<file path="config.mk">
export PLATFORM = sky130hd
export DESIGN_NAME = dsmp_ctrl
export DESIGN_NICKNAME = d
export VERILOG_FILES = /design/src/core/dsmp_ctrl.v
export VERILOG_INCLUDE_DIRS = /design/src /design/src/core
export SDC_FILE = /design/constraint.sdc
export NUM_CORES = 1
export LEC_CHECK = 0
export ABC_AREA = 1
export BUFFER_PORTS_ARGS = -buffer_cell sky130_fd_sc_hd__buf_2
export CAP_MARGIN = 25
export CORE_MARGIN = 10
export CORE_UTILIZATION = 60
export DETAILED_ROUTE_END_ITERATION = 6
export HOLD_SLACK_MARGIN = 0.08
export MAX_ROUTING_LAYER = met4
export PLACE_DENSITY = 0.89
export SLEW_MARGIN = 20
export SYNTH_ARGS = -nofsm -noshare
export SYNTH_HDL_FRONTEND = slang
export SYNTH_SLANG_ARGS = --single-unit
</file>
<file path="constraint.sdc">
create_clock -name ref_clk -period 5.46 [get_ports ref_clk]
set_input_delay 0.273 -clock ref_clk [delete_from_list [all_inputs] [get_ports ref_clk]]
set_output_delay 0.273 -clock ref_clk [all_outputs]
set_load 0.01 [all_outputs]
</file>
<file path="src/core/dsmp_regs.vh">
// Object indices, field positions, reset values and mode codes for dsmp_ctrl
// Summary of operation
// - Status bit 5 low during quick stop
// - Ready to operate shows bits 0-2 set
// - Fault condition sets fault status bit
// - Bit 7 warns, never changes state
// - Remote bit needs fieldbus source and processing
// - Target reached set, re-evaluated on setpoint change
// - Finished quick stop options 5-8 set reached
// - Stop request at standstill sets reached
// - Bit 11 internal limit, mode dependent
// - Bits 12-13 meaning chosen by mode
// - Master writes mode select, switch accepted
// - Read-only display shows mode in effect
// - Decode mode codes 1-10, reserved 4-5
// - Set of setpoints: continue without stopping
// - Single setpoint: halt, signal, await new
// - Mode 1 runs absolute or relative moves
// - Control bit 4 takes over target
// - Control bit 5 finish or interrupt move
// - Control bit 6 absolute or relative
// - Control bit 8 halts with deceleration
// - Bit timing governs take-over and queuing
// - Setpoint acknowledge four-step handshake order
// - State encoded in status bits 0-3,5,6
`ifndef DSMP_REGS_VH
`define DSMP_REGS_VH

// Object dictionary indices
`define DSMP_OD_CTRL_WORD 16'h6040
`define DSMP_OD_STAT_WORD 16'h6041
`define DSMP_OD_MODE_SEL 16'h6060
`define DSMP_OD_MODE_DISP 16'h6061
`define DSMP_OD_ACT_POS 16'h6064
`define DSMP_OD_TGT_POS 16'h607a
`define DSMP_OD_SOFT_LIM 16'h607d
`define DSMP_OD_DIR_INV 16'h607e
`define DSMP_OD_MOVE_VEL 16'h6081
`define DSMP_OD_MOVE_ACC 16'h6083
`define DSMP_OD_MOVE_DEC 16'h6084
`define DSMP_OD_ESTOP_DEC 16'h6085

// Soft limit sub-indices
`define DSMP_SUB_LIM_MIN 8'h01
`define DSMP_SUB_LIM_MAX 8'h02

// Control word bits
`define DSMP_CW_NEW_SP 4
`define DSMP_CW_CHG_IMM 5
`define DSMP_CW_REL 6
`define DSMP_CW_HALT 8

// Status word bits
`define DSMP_SW_FAULT 3
`define DSMP_SW_VOLT 4
`define DSMP_SW_QSTOP 5
`define DSMP_SW_WARN 7
`define DSMP_SW_REMOTE 9
`define DSMP_SW_REACHED 10
`define DSMP_SW_LIMIT 11
`define DSMP_SW_OMS0 12
`define DSMP_SW_OMS1 13

// Reset values
`define DSMP_RST_STAT 16'h0000
`define DSMP_RST_CTRL 16'h0000
`define DSMP_RST_MODE 8'h00
`define DSMP_RST_WORD 32'h0000_0000
`define DSMP_RST_BYTE 8'h00

// Device state codes on drv_state
`define DSMP_ST_NOT_RDY 3'h0
`define DSMP_ST_SOD 3'h1
`define DSMP_ST_RTSO 3'h2
`define DSMP_ST_SW_ON 3'h3
`define DSMP_ST_OP_EN 3'h4
`define DSMP_ST_QS_ACT 3'h5
`define DSMP_ST_FR_ACT 3'h6
`define DSMP_ST_FAULT 3'h7

// Low seven status bits per state
`define DSMP_ENC_NOT_RDY 7'h00
`define DSMP_ENC_SOD 7'h50
`define DSMP_ENC_RTSO 7'h31
`define DSMP_ENC_SW_ON 7'h33
`define DSMP_ENC_OP_EN 7'h37
`define DSMP_ENC_QS_ACT 7'h17
`define DSMP_ENC_FR_ACT 7'h0f
`define DSMP_ENC_FAULT 7'h08

// Mode codes
`define DSMP_MODE_PP 8'h01
`define DSMP_MODE_VL 8'h02
`define DSMP_MODE_PV 8'h03
`define DSMP_MODE_HM 8'h06
`define DSMP_MODE_IP 8'h07
`define DSMP_MODE_CSP 8'h08
`define DSMP_MODE_CSV 8'h09
`define DSMP_MODE_CST 8'h0a

// Control source setting for fieldbus profile control
`define DSMP_SRC_FIELDBUS 8'h05

// Quick stop option codes that end in target reached
`define DSMP_QS_OPT_LO 4'h5
`define DSMP_QS_OPT_HI 4'h8

`endif

</file>
<file path="src/core/dsmp_ctrl.v">
// Status word, operation mode and profile position setpoint control
`timescale 1ns/100ps
`include "dsmp_regs.vh"

module dsmp_ctrl #(
    parameter CSX_EN = 1
) (
    // Clock and reset
    input wire ref_clk,
    input wire arst_n,
    // Object dictionary access
    input wire od_wr,
    input wire od_rd,
    input wire [15:0] od_index,
    input wire [7:0] od_sub,
    input wire [31:0] od_wdata,
    output reg [31:0] od_rdata,
    output reg od_ack,
    output reg od_err,
    // Drive state and conditions
    input wire [2:0] drv_state,
    input wire fault_cond,
    input wire warn_cond,
    input wire volt_on,
    input wire [7:0] control_source_selector,
    input wire cw_processed,
    input wire [3:0] qs_option,
    input wire qs_done,
    input wire limit_in,
    // Trajectory feedback
    input wire [31:0] act_pos,
    input wire traj_at_target,
    input wire standstill,
    input wire follow_err,
    input wire vel_reached,
    input wire zero_speed,
    input wire slip_err,
    input wire home_done,
    input wire home_err,
    input wire ip_active,
    input wire tgt_ignored,
    // Trajectory command
    output reg [31:0] traj_target,
    output reg traj_start,
    output reg traj_halt,
    output reg move_busy,
    output reg [31:0] traj_vel,
    output reg [31:0] traj_acc,
    output reg [31:0] traj_dec,
    output reg [31:0] traj_qs_dec,
    output reg [7:0] traj_dir_inv,
    // Status and mode
    output reg [15:0] status_word,
    output reg [7:0] mode_disp
);

    reg [15:0] ctrl_q;
    reg [7:0] mode_req_q;
    reg [31:0] tgt_q;
    reg [31:0] lim_min_q;
    reg [31:0] lim_max_q;
    reg new_sp_q;
    reg ack_q;
    reg pend_q;
    reg [31:0] pend_pos_q;
    reg qs_end_q;

    wire in_pp = (mode_disp == `DSMP_MODE_PP);
    wire op_en = (drv_state == `DSMP_ST_OP_EN);
    wire cw_new_sp = ctrl_q[`DSMP_CW_NEW_SP];
    wire cw_chg_imm = ctrl_q[`DSMP_CW_CHG_IMM];
    wire cw_rel = ctrl_q[`DSMP_CW_REL];
    wire cw_halt = ctrl_q[`DSMP_CW_HALT];
    wire new_sp_rise = cw_new_sp & ~new_sp_q;

    // Relative targets build on the last commanded position while a move runs, else on act_pos
    wire [31:0] sp_base = move_busy ? traj_target : act_pos;
    // Carry dropped on purpose: relative moves wrap like the position count
    wire [32:0] sp_sum = {1'b0, sp_base} + {1'b0, tgt_q};
    wire [31:0] sp_abs = cw_rel ? sp_sum[31:0] : tgt_q;

    // Mode code validity; cyclic codes only when built in
    reg mode_ok;
    always @* begin
        case (od_wdata[7:0])
            `DSMP_MODE_PP,
            `DSMP_MODE_VL,
            `DSMP_MODE_PV,
            `DSMP_MODE_HM,
            `DSMP_MODE_IP: mode_ok = 1'b1;
            `DSMP_MODE_CSP,
            `DSMP_MODE_CSV,
            `DSMP_MODE_CST: mode_ok = (CSX_EN != 0);
            default: mode_ok = 1'b0;
        endcase
    end

    // Object dictionary read mux and map check
    reg [31:0] rd_mux;
    reg hit;
    reg wr_ok;
    always @* begin
        rd_mux = `DSMP_RST_WORD;
        hit = 1'b1;
        wr_ok = 1'b1;
        case (od_index)
            `DSMP_OD_CTRL_WORD: rd_mux = {16'h0000, ctrl_q};
            `DSMP_OD_STAT_WORD: begin
                rd_mux = {16'h0000, status_word};
                wr_ok = 1'b0;
            end
            `DSMP_OD_MODE_SEL: begin
                rd_mux = {24'h00_0000, mode_req_q};
                wr_ok = mode_ok;
            end
            `DSMP_OD_MODE_DISP: begin
                rd_mux = {24'h00_0000, mode_disp};
                wr_ok = 1'b0;
            end
            `DSMP_OD_ACT_POS: begin
                rd_mux = act_pos;
                wr_ok = 1'b0;
            end
            `DSMP_OD_TGT_POS: rd_mux = tgt_q;
            `DSMP_OD_SOFT_LIM: begin
                if (od_sub == `DSMP_SUB_LIM_MIN) begin
                    rd_mux = lim_min_q;
                end else if (od_sub == `DSMP_SUB_LIM_MAX) begin
                    rd_mux = lim_max_q;
                end else begin
                    hit = 1'b0;
                end
            end
            `DSMP_OD_DIR_INV: rd_mux = {24'h00_0000, traj_dir_inv};
            `DSMP_OD_MOVE_VEL: rd_mux = traj_vel;
            `DSMP_OD_MOVE_ACC: rd_mux = traj_acc;
            `DSMP_OD_MOVE_DEC: rd_mux = traj_dec;
            `DSMP_OD_ESTOP_DEC: rd_mux = traj_qs_dec;
            default: hit = 1'b0;
        endcase
    end

    wire wr_go = od_wr & hit & wr_ok;

    // Access answer one cycle after the strobe
    // Read data stays until the next good read, so a slow master may fetch it late
    always @(posedge ref_clk or negedge arst_n) begin
        if (!arst_n) begin
            od_rdata <= `DSMP_RST_WORD;
            od_ack <= 1'b0;
            od_err <= 1'b0;
        end else begin
            od_ack <= (od_wr | od_rd) & hit & (od_rd | wr_ok);
            od_err <= (od_wr | od_rd) & ~(hit & (od_rd | wr_ok));
            if (od_rd & hit) begin
                od_rdata <= rd_mux;
            end
        end
    end

    // Writable objects
    always @(posedge ref_clk or negedge arst_n) begin
        if (!arst_n) begin
            ctrl_q <= `DSMP_RST_CTRL;
            mode_req_q <= `DSMP_RST_MODE;
            tgt_q <= `DSMP_RST_WORD;
            lim_min_q <= `DSMP_RST_WORD;
            lim_max_q <= `DSMP_RST_WORD;
            traj_dir_inv <= `DSMP_RST_BYTE;
            traj_vel <= `DSMP_RST_WORD;
            traj_acc <= `DSMP_RST_WORD;
            traj_dec <= `DSMP_RST_WORD;
            traj_qs_dec <= `DSMP_RST_WORD;
        end else if (wr_go) begin
            // Refused accesses never get here, so nothing is half written
            case (od_index)
                `DSMP_OD_CTRL_WORD: ctrl_q <= od_wdata[15:0];
                `DSMP_OD_MODE_SEL: mode_req_q <= od_wdata[7:0];
                `DSMP_OD_TGT_POS: tgt_q <= od_wdata;
                `DSMP_OD_SOFT_LIM: begin
                    if (od_sub == `DSMP_SUB_LIM_MIN) begin
                        lim_min_q <= od_wdata;
                    end else begin
                        // Only sub-index 2 can reach here
                        lim_max_q <= od_wdata;
                    end
                end
                `DSMP_OD_DIR_INV: traj_dir_inv <= od_wdata[7:0];
                `DSMP_OD_MOVE_VEL: traj_vel <= od_wdata;
                `DSMP_OD_MOVE_ACC: traj_acc <= od_wdata;
                `DSMP_OD_MOVE_DEC: traj_dec <= od_wdata;
                `DSMP_OD_ESTOP_DEC: traj_qs_dec <= od_wdata;
                default: ctrl_q <= ctrl_q;
            endcase
        end
    end

    // Mode in effect follows the request only while operation is enabled,
    // so a switch never lands in the middle of a stop or fault reaction
    always @(posedge ref_clk or negedge arst_n) begin
        if (!arst_n) begin
            mode_disp <= `DSMP_RST_MODE;
        end else if (op_en) begin
            mode_disp <= mode_req_q;
        end
    end

    // Halt is a level to the trajectory; decel profile applied there
    always @(posedge ref_clk or negedge arst_n) begin
        if (!arst_n) begin
            traj_halt <= 1'b0;
        end else begin
            traj_halt <= cw_halt;
        end
    end

    // Profile position setpoint handling.
    // One pending slot queues the next move while one runs.
    wire run_pp = in_pp & op_en;
    wire take = run_pp & new_sp_rise & ~ack_q;
    wire direct = take & (cw_chg_imm | ~move_busy);
    wire queue = take & ~direct;
    // Arrival is ignored in the start cycle, while the trajectory still
    // reports the previous target
    wire arrive = move_busy & traj_at_target & ~traj_start;

    always @(posedge ref_clk or negedge arst_n) begin
        if (!arst_n) begin
            new_sp_q <= 1'b0;
            ack_q <= 1'b0;
            pend_q <= 1'b0;
            pend_pos_q <= `DSMP_RST_WORD;
            traj_target <= `DSMP_RST_WORD;
            traj_start <= 1'b0;
            move_busy <= 1'b0;
        end else begin
            new_sp_q <= cw_new_sp;
            traj_start <= 1'b0;
            if (!run_pp) begin
                pend_q <= 1'b0;
                ack_q <= 1'b0;
                move_busy <= 1'b0;
            end else begin
                if (direct) begin
                    // Absolute or relative move in position control
                    traj_target <= sp_abs;
                    traj_start <= 1'b1;
                    move_busy <= 1'b1;
                    pend_q <= 1'b0;
                end else if (queue) begin
                    pend_pos_q <= sp_abs;
                    pend_q <= 1'b1;
                end else if (arrive && pend_q) begin
                    // Carry straight on to the stored target
                    traj_target <= pend_pos_q;
                    traj_start <= 1'b1;
                    pend_q <= 1'b0;
                end else if (arrive) begin
                    move_busy <= 1'b0;
                end
                if (take) begin
                    ack_q <= 1'b1;
                end else if (!cw_new_sp && !pend_q) begin
                    // Ack held while the slot is full, stalling the master
                    ack_q <= 1'b0;
                end
            end
        end
    end

    // Quick stop end is remembered until the state leaves quick stop
    // Other options leave bit 10 to its normal sources
    wire qs_opt_hit = (qs_option >= `DSMP_QS_OPT_LO) &&
        (qs_option <= `DSMP_QS_OPT_HI);
    always @(posedge ref_clk or negedge arst_n) begin
        if (!arst_n) begin
            qs_end_q <= 1'b0;
        end else if (drv_state != `DSMP_ST_QS_ACT) begin
            qs_end_q <= 1'b0;
        end else if (qs_done && qs_opt_hit) begin
            qs_end_q <= 1'b1;
        end
    end

    // State bits
    reg [6:0] st_enc;
    always @* begin
        case (drv_state)
            `DSMP_ST_NOT_RDY: st_enc = `DSMP_ENC_NOT_RDY;
            `DSMP_ST_SOD: st_enc = `DSMP_ENC_SOD;
            `DSMP_ST_RTSO: st_enc = `DSMP_ENC_RTSO;
            `DSMP_ST_SW_ON: st_enc = `DSMP_ENC_SW_ON;
            `DSMP_ST_OP_EN: st_enc = `DSMP_ENC_OP_EN;
            `DSMP_ST_QS_ACT: st_enc = `DSMP_ENC_QS_ACT;
            `DSMP_ST_FR_ACT: st_enc = `DSMP_ENC_FR_ACT;
            default: st_enc = `DSMP_ENC_FAULT;
        endcase
    end

    // Target reached per mode
    reg reached;
    always @* begin
        if (qs_end_q) begin
            reached = 1'b1;
        end else if (cw_halt) begin
            // While halted, bit 10 means the axis has stopped
            reached = standstill;
        end else if (in_pp) begin
            // Falls at each take-over, so it tracks setpoint changes
            reached = op_en & ~move_busy & ~traj_start;
        end else begin
            reached = vel_reached;
        end
    end

    // Position modes also flag the soft travel window
    // Equal limits switch the window off
    wire lim_set = (lim_max_q != lim_min_q);
    wire pos_out = lim_set & (($signed(act_pos) < $signed(lim_min_q)) |
        ($signed(act_pos) > $signed(lim_max_q)));
    wire pos_mode = in_pp | (mode_disp == `DSMP_MODE_IP) |
        (mode_disp == `DSMP_MODE_CSP);
    wire limit = limit_in | (pos_mode & pos_out);

    // Mode specific bits 12 and 13
    reg [1:0] oms;
    always @* begin
        case (mode_disp)
            `DSMP_MODE_PP: oms = {follow_err, ack_q};
            `DSMP_MODE_PV: oms = {slip_err, zero_speed};
            `DSMP_MODE_HM: oms = {home_err, home_done};
            `DSMP_MODE_IP: oms = {1'b0, ip_active};
            `DSMP_MODE_CSP: oms = {follow_err, tgt_ignored};
            `DSMP_MODE_CSV,
            `DSMP_MODE_CST: oms = {1'b0, tgt_ignored};
            // Velocity mode and reserved codes carry no mode bits
            default: oms = 2'b00;
        endcase
    end

    // Status word assembly
    reg [15:0] sw_d;
    always @* begin
        // Bits 8, 14 and 15 stay zero
        sw_d = `DSMP_RST_STAT;
        sw_d[6:0] = st_enc;
        sw_d[`DSMP_SW_VOLT] = volt_on;
        if (fault_cond) begin
            sw_d[`DSMP_SW_FAULT] = 1'b1;
        end
        if (drv_state == `DSMP_ST_QS_ACT) begin
            sw_d[`DSMP_SW_QSTOP] = 1'b0;
        end
        // Warning is display only; drv_state never sees it
        sw_d[`DSMP_SW_WARN] = warn_cond;
        sw_d[`DSMP_SW_REMOTE] = cw_processed &
            (control_source_selector == `DSMP_SRC_FIELDBUS);
        sw_d[`DSMP_SW_REACHED] = reached;
        sw_d[`DSMP_SW_LIMIT] = limit;
        sw_d[`DSMP_SW_OMS1:`DSMP_SW_OMS0] = oms;
    end

    // Registered so the master never sees a half updated word
    always @(posedge ref_clk or negedge arst_n) begin
        if (!arst_n) begin
            status_word <= `DSMP_RST_STAT;
        end else begin
            status_word <= sw_d;
        end
    end

endmodule

</file>
==> out/qor.yml <==
layout:
  final_common_cell: "nand2_1"
  seq_area_um2: 9560
  layout_common_cells: "nand2_1 (892), dfrtp_1 (381), inv_1 (349)"
  fin_nets: 3569
  syn_to_final_growth_pct: 18.0
  drive_gt1_share_pct: 14.4
  fillers: 3025
  multi_input_area_um2: 11100
drt:
  routed.top_layer: "met4"
  route.met3.wl_mm: 11.2
  post_drt_wl_per_cell_um: 22.1
  met1Wirelength_mm: 33.2
  wirelength_mm: 86.1
  met2WireLength_mm: 38.8
  route.detailed.drc: 0
  via_per_inst: 6.03
  drt_pass1_iterations: 6
  vias: 23500
  postRouteAntennaNets: 0
  first_iter_violations: 3246
global_routing:
  grt_max_degree: 173
  antenna_found_initial: 4
  grt_usage_pct: 37.2
  grt_pass1_wl_mm: 132
  overflow: 0
  grt_pass1_vias: 22800
setup_path:
  crit_buf_inv: 2
  critPathLaunchType: "flip-flop"
  endpoint: "traj_target[12]"
  cp_top_family: "simple AND/OR/NAND/NOR gates"
  cp_data_required_time_ns: 5.99
  cp_cell_sequence: "inv_1, or2_2, o21ai_0, fa_1, inv_1, nand3_1, nand2_1, nand2_1, nand2_1, nand2_1, nand2_1, xnor2_1, nand2_1, o21ai_0, or2_2, nand2_1"
  r2r_end: "traj_target[12]"
  slowest_delay_ns: 0.99
  reg2reg_from: "move_busy"
  crit_path_start: "move_busy"
  crit_path_max_fanout: 58
  cp.depth: 16
  worst_path_most_repeated_cell: "nand2_1"
  criticalPathCategory: "reg -> reg"
  cp.arrival_ns: 4.13
  endpoint_kind: "flip-flop"
  rr_worst_depth: 16
  cpMaxStageDelayCell: "dfrtp_2"
  rrSetupSlack_ns: 1.87
sta:
  fin_skew_ns: 0.0179
  finalWorstSetupSlack_ns: 1.87
  tightest_slew_ns: 1.07
  timing.hold.ws_ns: 0.179
  final_max_slew_viol_count: 0
  fin_crit_sh_pct: 65.8
  finalHoldViolCount: 0
  setup_violations: 0
  fmaxAchievable_ghz: 0.278
  slew_headroom_pct: 28.9
  finalCriticalPeriod_ns: 3.59
  rsz0062_at_grt: "false"
  finalSetupTns_ns: 0
clock_network:
  cts_root_buf: "clkbuf_16"
  cts_sinks: 382
  cts_made_buffers: 43
  clk_latency_ns: 0.60
  ctsLongestPathBuffers: 3
  ctsResizeCount: 0
  cts.clk_slew.worst_paths_ns: 0.06
  htree_levels: 2
  cts_tree: "done"
power:
  leakage_nw: 14.2
  cellPowerDensity_nw_per_um2: 236
  finalPower_mw: 6.30
  ir_drop_mv: 0.304
synthesis:
  async_reset_ff_share_pct: 100
  synth_compound_area_share_pct: 17.0
  synth_mux_area_share_pct: 0.133
  yosysWarnings: 0
  yosys.area_share.adder_pct: 5.28
  ys.flop_type: "dfrtp_1"
  ys_types: 53
  synth_edf_count: 0
  yosysSeqAreaShare_pct: 42.2
  syn_area_um2: 22600
  synth-xor-area-share_pct: 1.32
  synth_area_per_cell_um2: 7.52
  synthSimpleGateAreaFrac_pct: 25.0
  synth-seq-cells: 382
  synth_top_family_by_area: "simple AND/OR/NAND/NOR gates"
  synthCells: 3010
flow_run:
  drv_cap: 0
floorplan:
  rows: 71
  core_um2: 37500
  die_h_um: 214
  die-area_um2: 45900
  chipWidth_um: 214
  io_pins: 352
  start_util_pct: 60.4
min_path:
  hp-class: "in -> reg"
placed_design:
  dp_hpwl_mm: 62.8
  pre_cts_slack_ns: 1.90
  portBuffers: 348
  place_congestion: 1.03
status:
  outcome: "complete, no violations"
stage by stage:
step | std cells | util, % | area (um^2)
2_1_floorplan | 3012 | - | 22700
3_3_place_gp | 3756 | 65.4 | 24500
3_5_place_dp | 3757 | 65.5 | 24600
4_1_cts | 3891 | 70.9 | 26600
5_1_grt | 3900 | 71.2 | 26700
6_report | 3901 | 71.3 | 26700
flip-flops by register name (all words and copies together) (netlist names), 8 cells and up:
| name | count |
|---|---|
| lim_min_q | 32 |
| mode_disp | 8 |
| ctrl_q | 16 |
| traj_target | 32 |
| mode_req_q | 8 |
| traj_dir_inv | 8 |
| traj_qs_dec | 32 |
| traj_dec | 32 |
| lim_max_q | 32 |
| traj_acc | 32 |
| tgt_q | 32 |
| pend_pos_q | 32 |
| status_word | 13 |
| traj_vel | 32 |
| od_rdata | 32 |
cell usage after synthesis (all sizes together), types with 3 or more instances:
cell	number	share of area [%]
dfrtp	382	42
nand4	28	1.2
clkinv	6	0.099
inv	359	6.0
a22oi	4	0.13
nor4	5	0.14
ha	94	5.2
buf	80	2.0
mux2i	3	0.13
a211oi	9	0.30
o21bai	77	2.6
nand2	897	15
and2	6	0.17
a21oi	95	2.1
o21a	4	0.13
nor2	180	3.3
nand3b	9	0.30
xnor2	20	0.77
a32o	5	0.22
o211ai	3	0.099
o22ai	47	1.3
nor3	28	0.67
xor2	14	0.54
o21ai	334	7.4
nand3	184	4.1
or2	6	0.17
clkbuf	54	0.90
a22o	66	2.6
layer usage:
layer / vias to the layer above / global-route usage, %
li1: 10500 / -
met1: 11200 / 47.9
met2: 1594 / 56.2
met3: 228 / 9.86
met4: 0 / 12.3
met5: - / -
cell families after synthesis:
family / Yosys count
AO/OA/AOI/OAI: 650
XOR/XNOR: 34
adder cells (fa/ha/maj): 95
buffers and inverters: 499
flip-flops: 382
multiplexers: 3
other: 1
AND/OR/NAND/NOR: 1346
where the power goes:
part	total (mW)	internal, mW	switching, mW
sequential	2.84	2.84	0.00633
combinational	0.361	0.110	0.251
clock	3.10	1.83	1.27
total	6.30	4.78	1.53
final cells by class:
cell class	instances	area share [%]
Inverter	365	5.13
Sequential cell	382	35.8
Timing Repair Buffer	428	9.69
Multi-Input combinational cell	2131	41.4
Clock buffer	55	4.27
Tap cell	511	2.39
Antenna cell	5	0.0468
Clock inverter	24	1.27
timing repair:
action / in CTS / in global routing
setup buffers: 0 / 0
endpoints found under the hold margin: 179 / 0
hold buffers: 55 / 0
how the worst min path moves through the flow:
stage,from,cells after the start,slack [ns],endpoint
floorplan,arst_n,0,-0.02,ack_q
global placement,arst_n,1,0.26,traj_start
detailed placement,arst_n,1,0.27,move_busy
CTS,od_wr,3,0.16,od_ack
global route,od_wr,3,0.20,od_ack
finish,od_wr,3,0.18,od_ack
tightest hold or removal path, stage by stage:
cell and delay (ns):
buf_2 0.26, nand3_1 0.16, nand2_1 0.05
(Power assumes the default switching activity.)
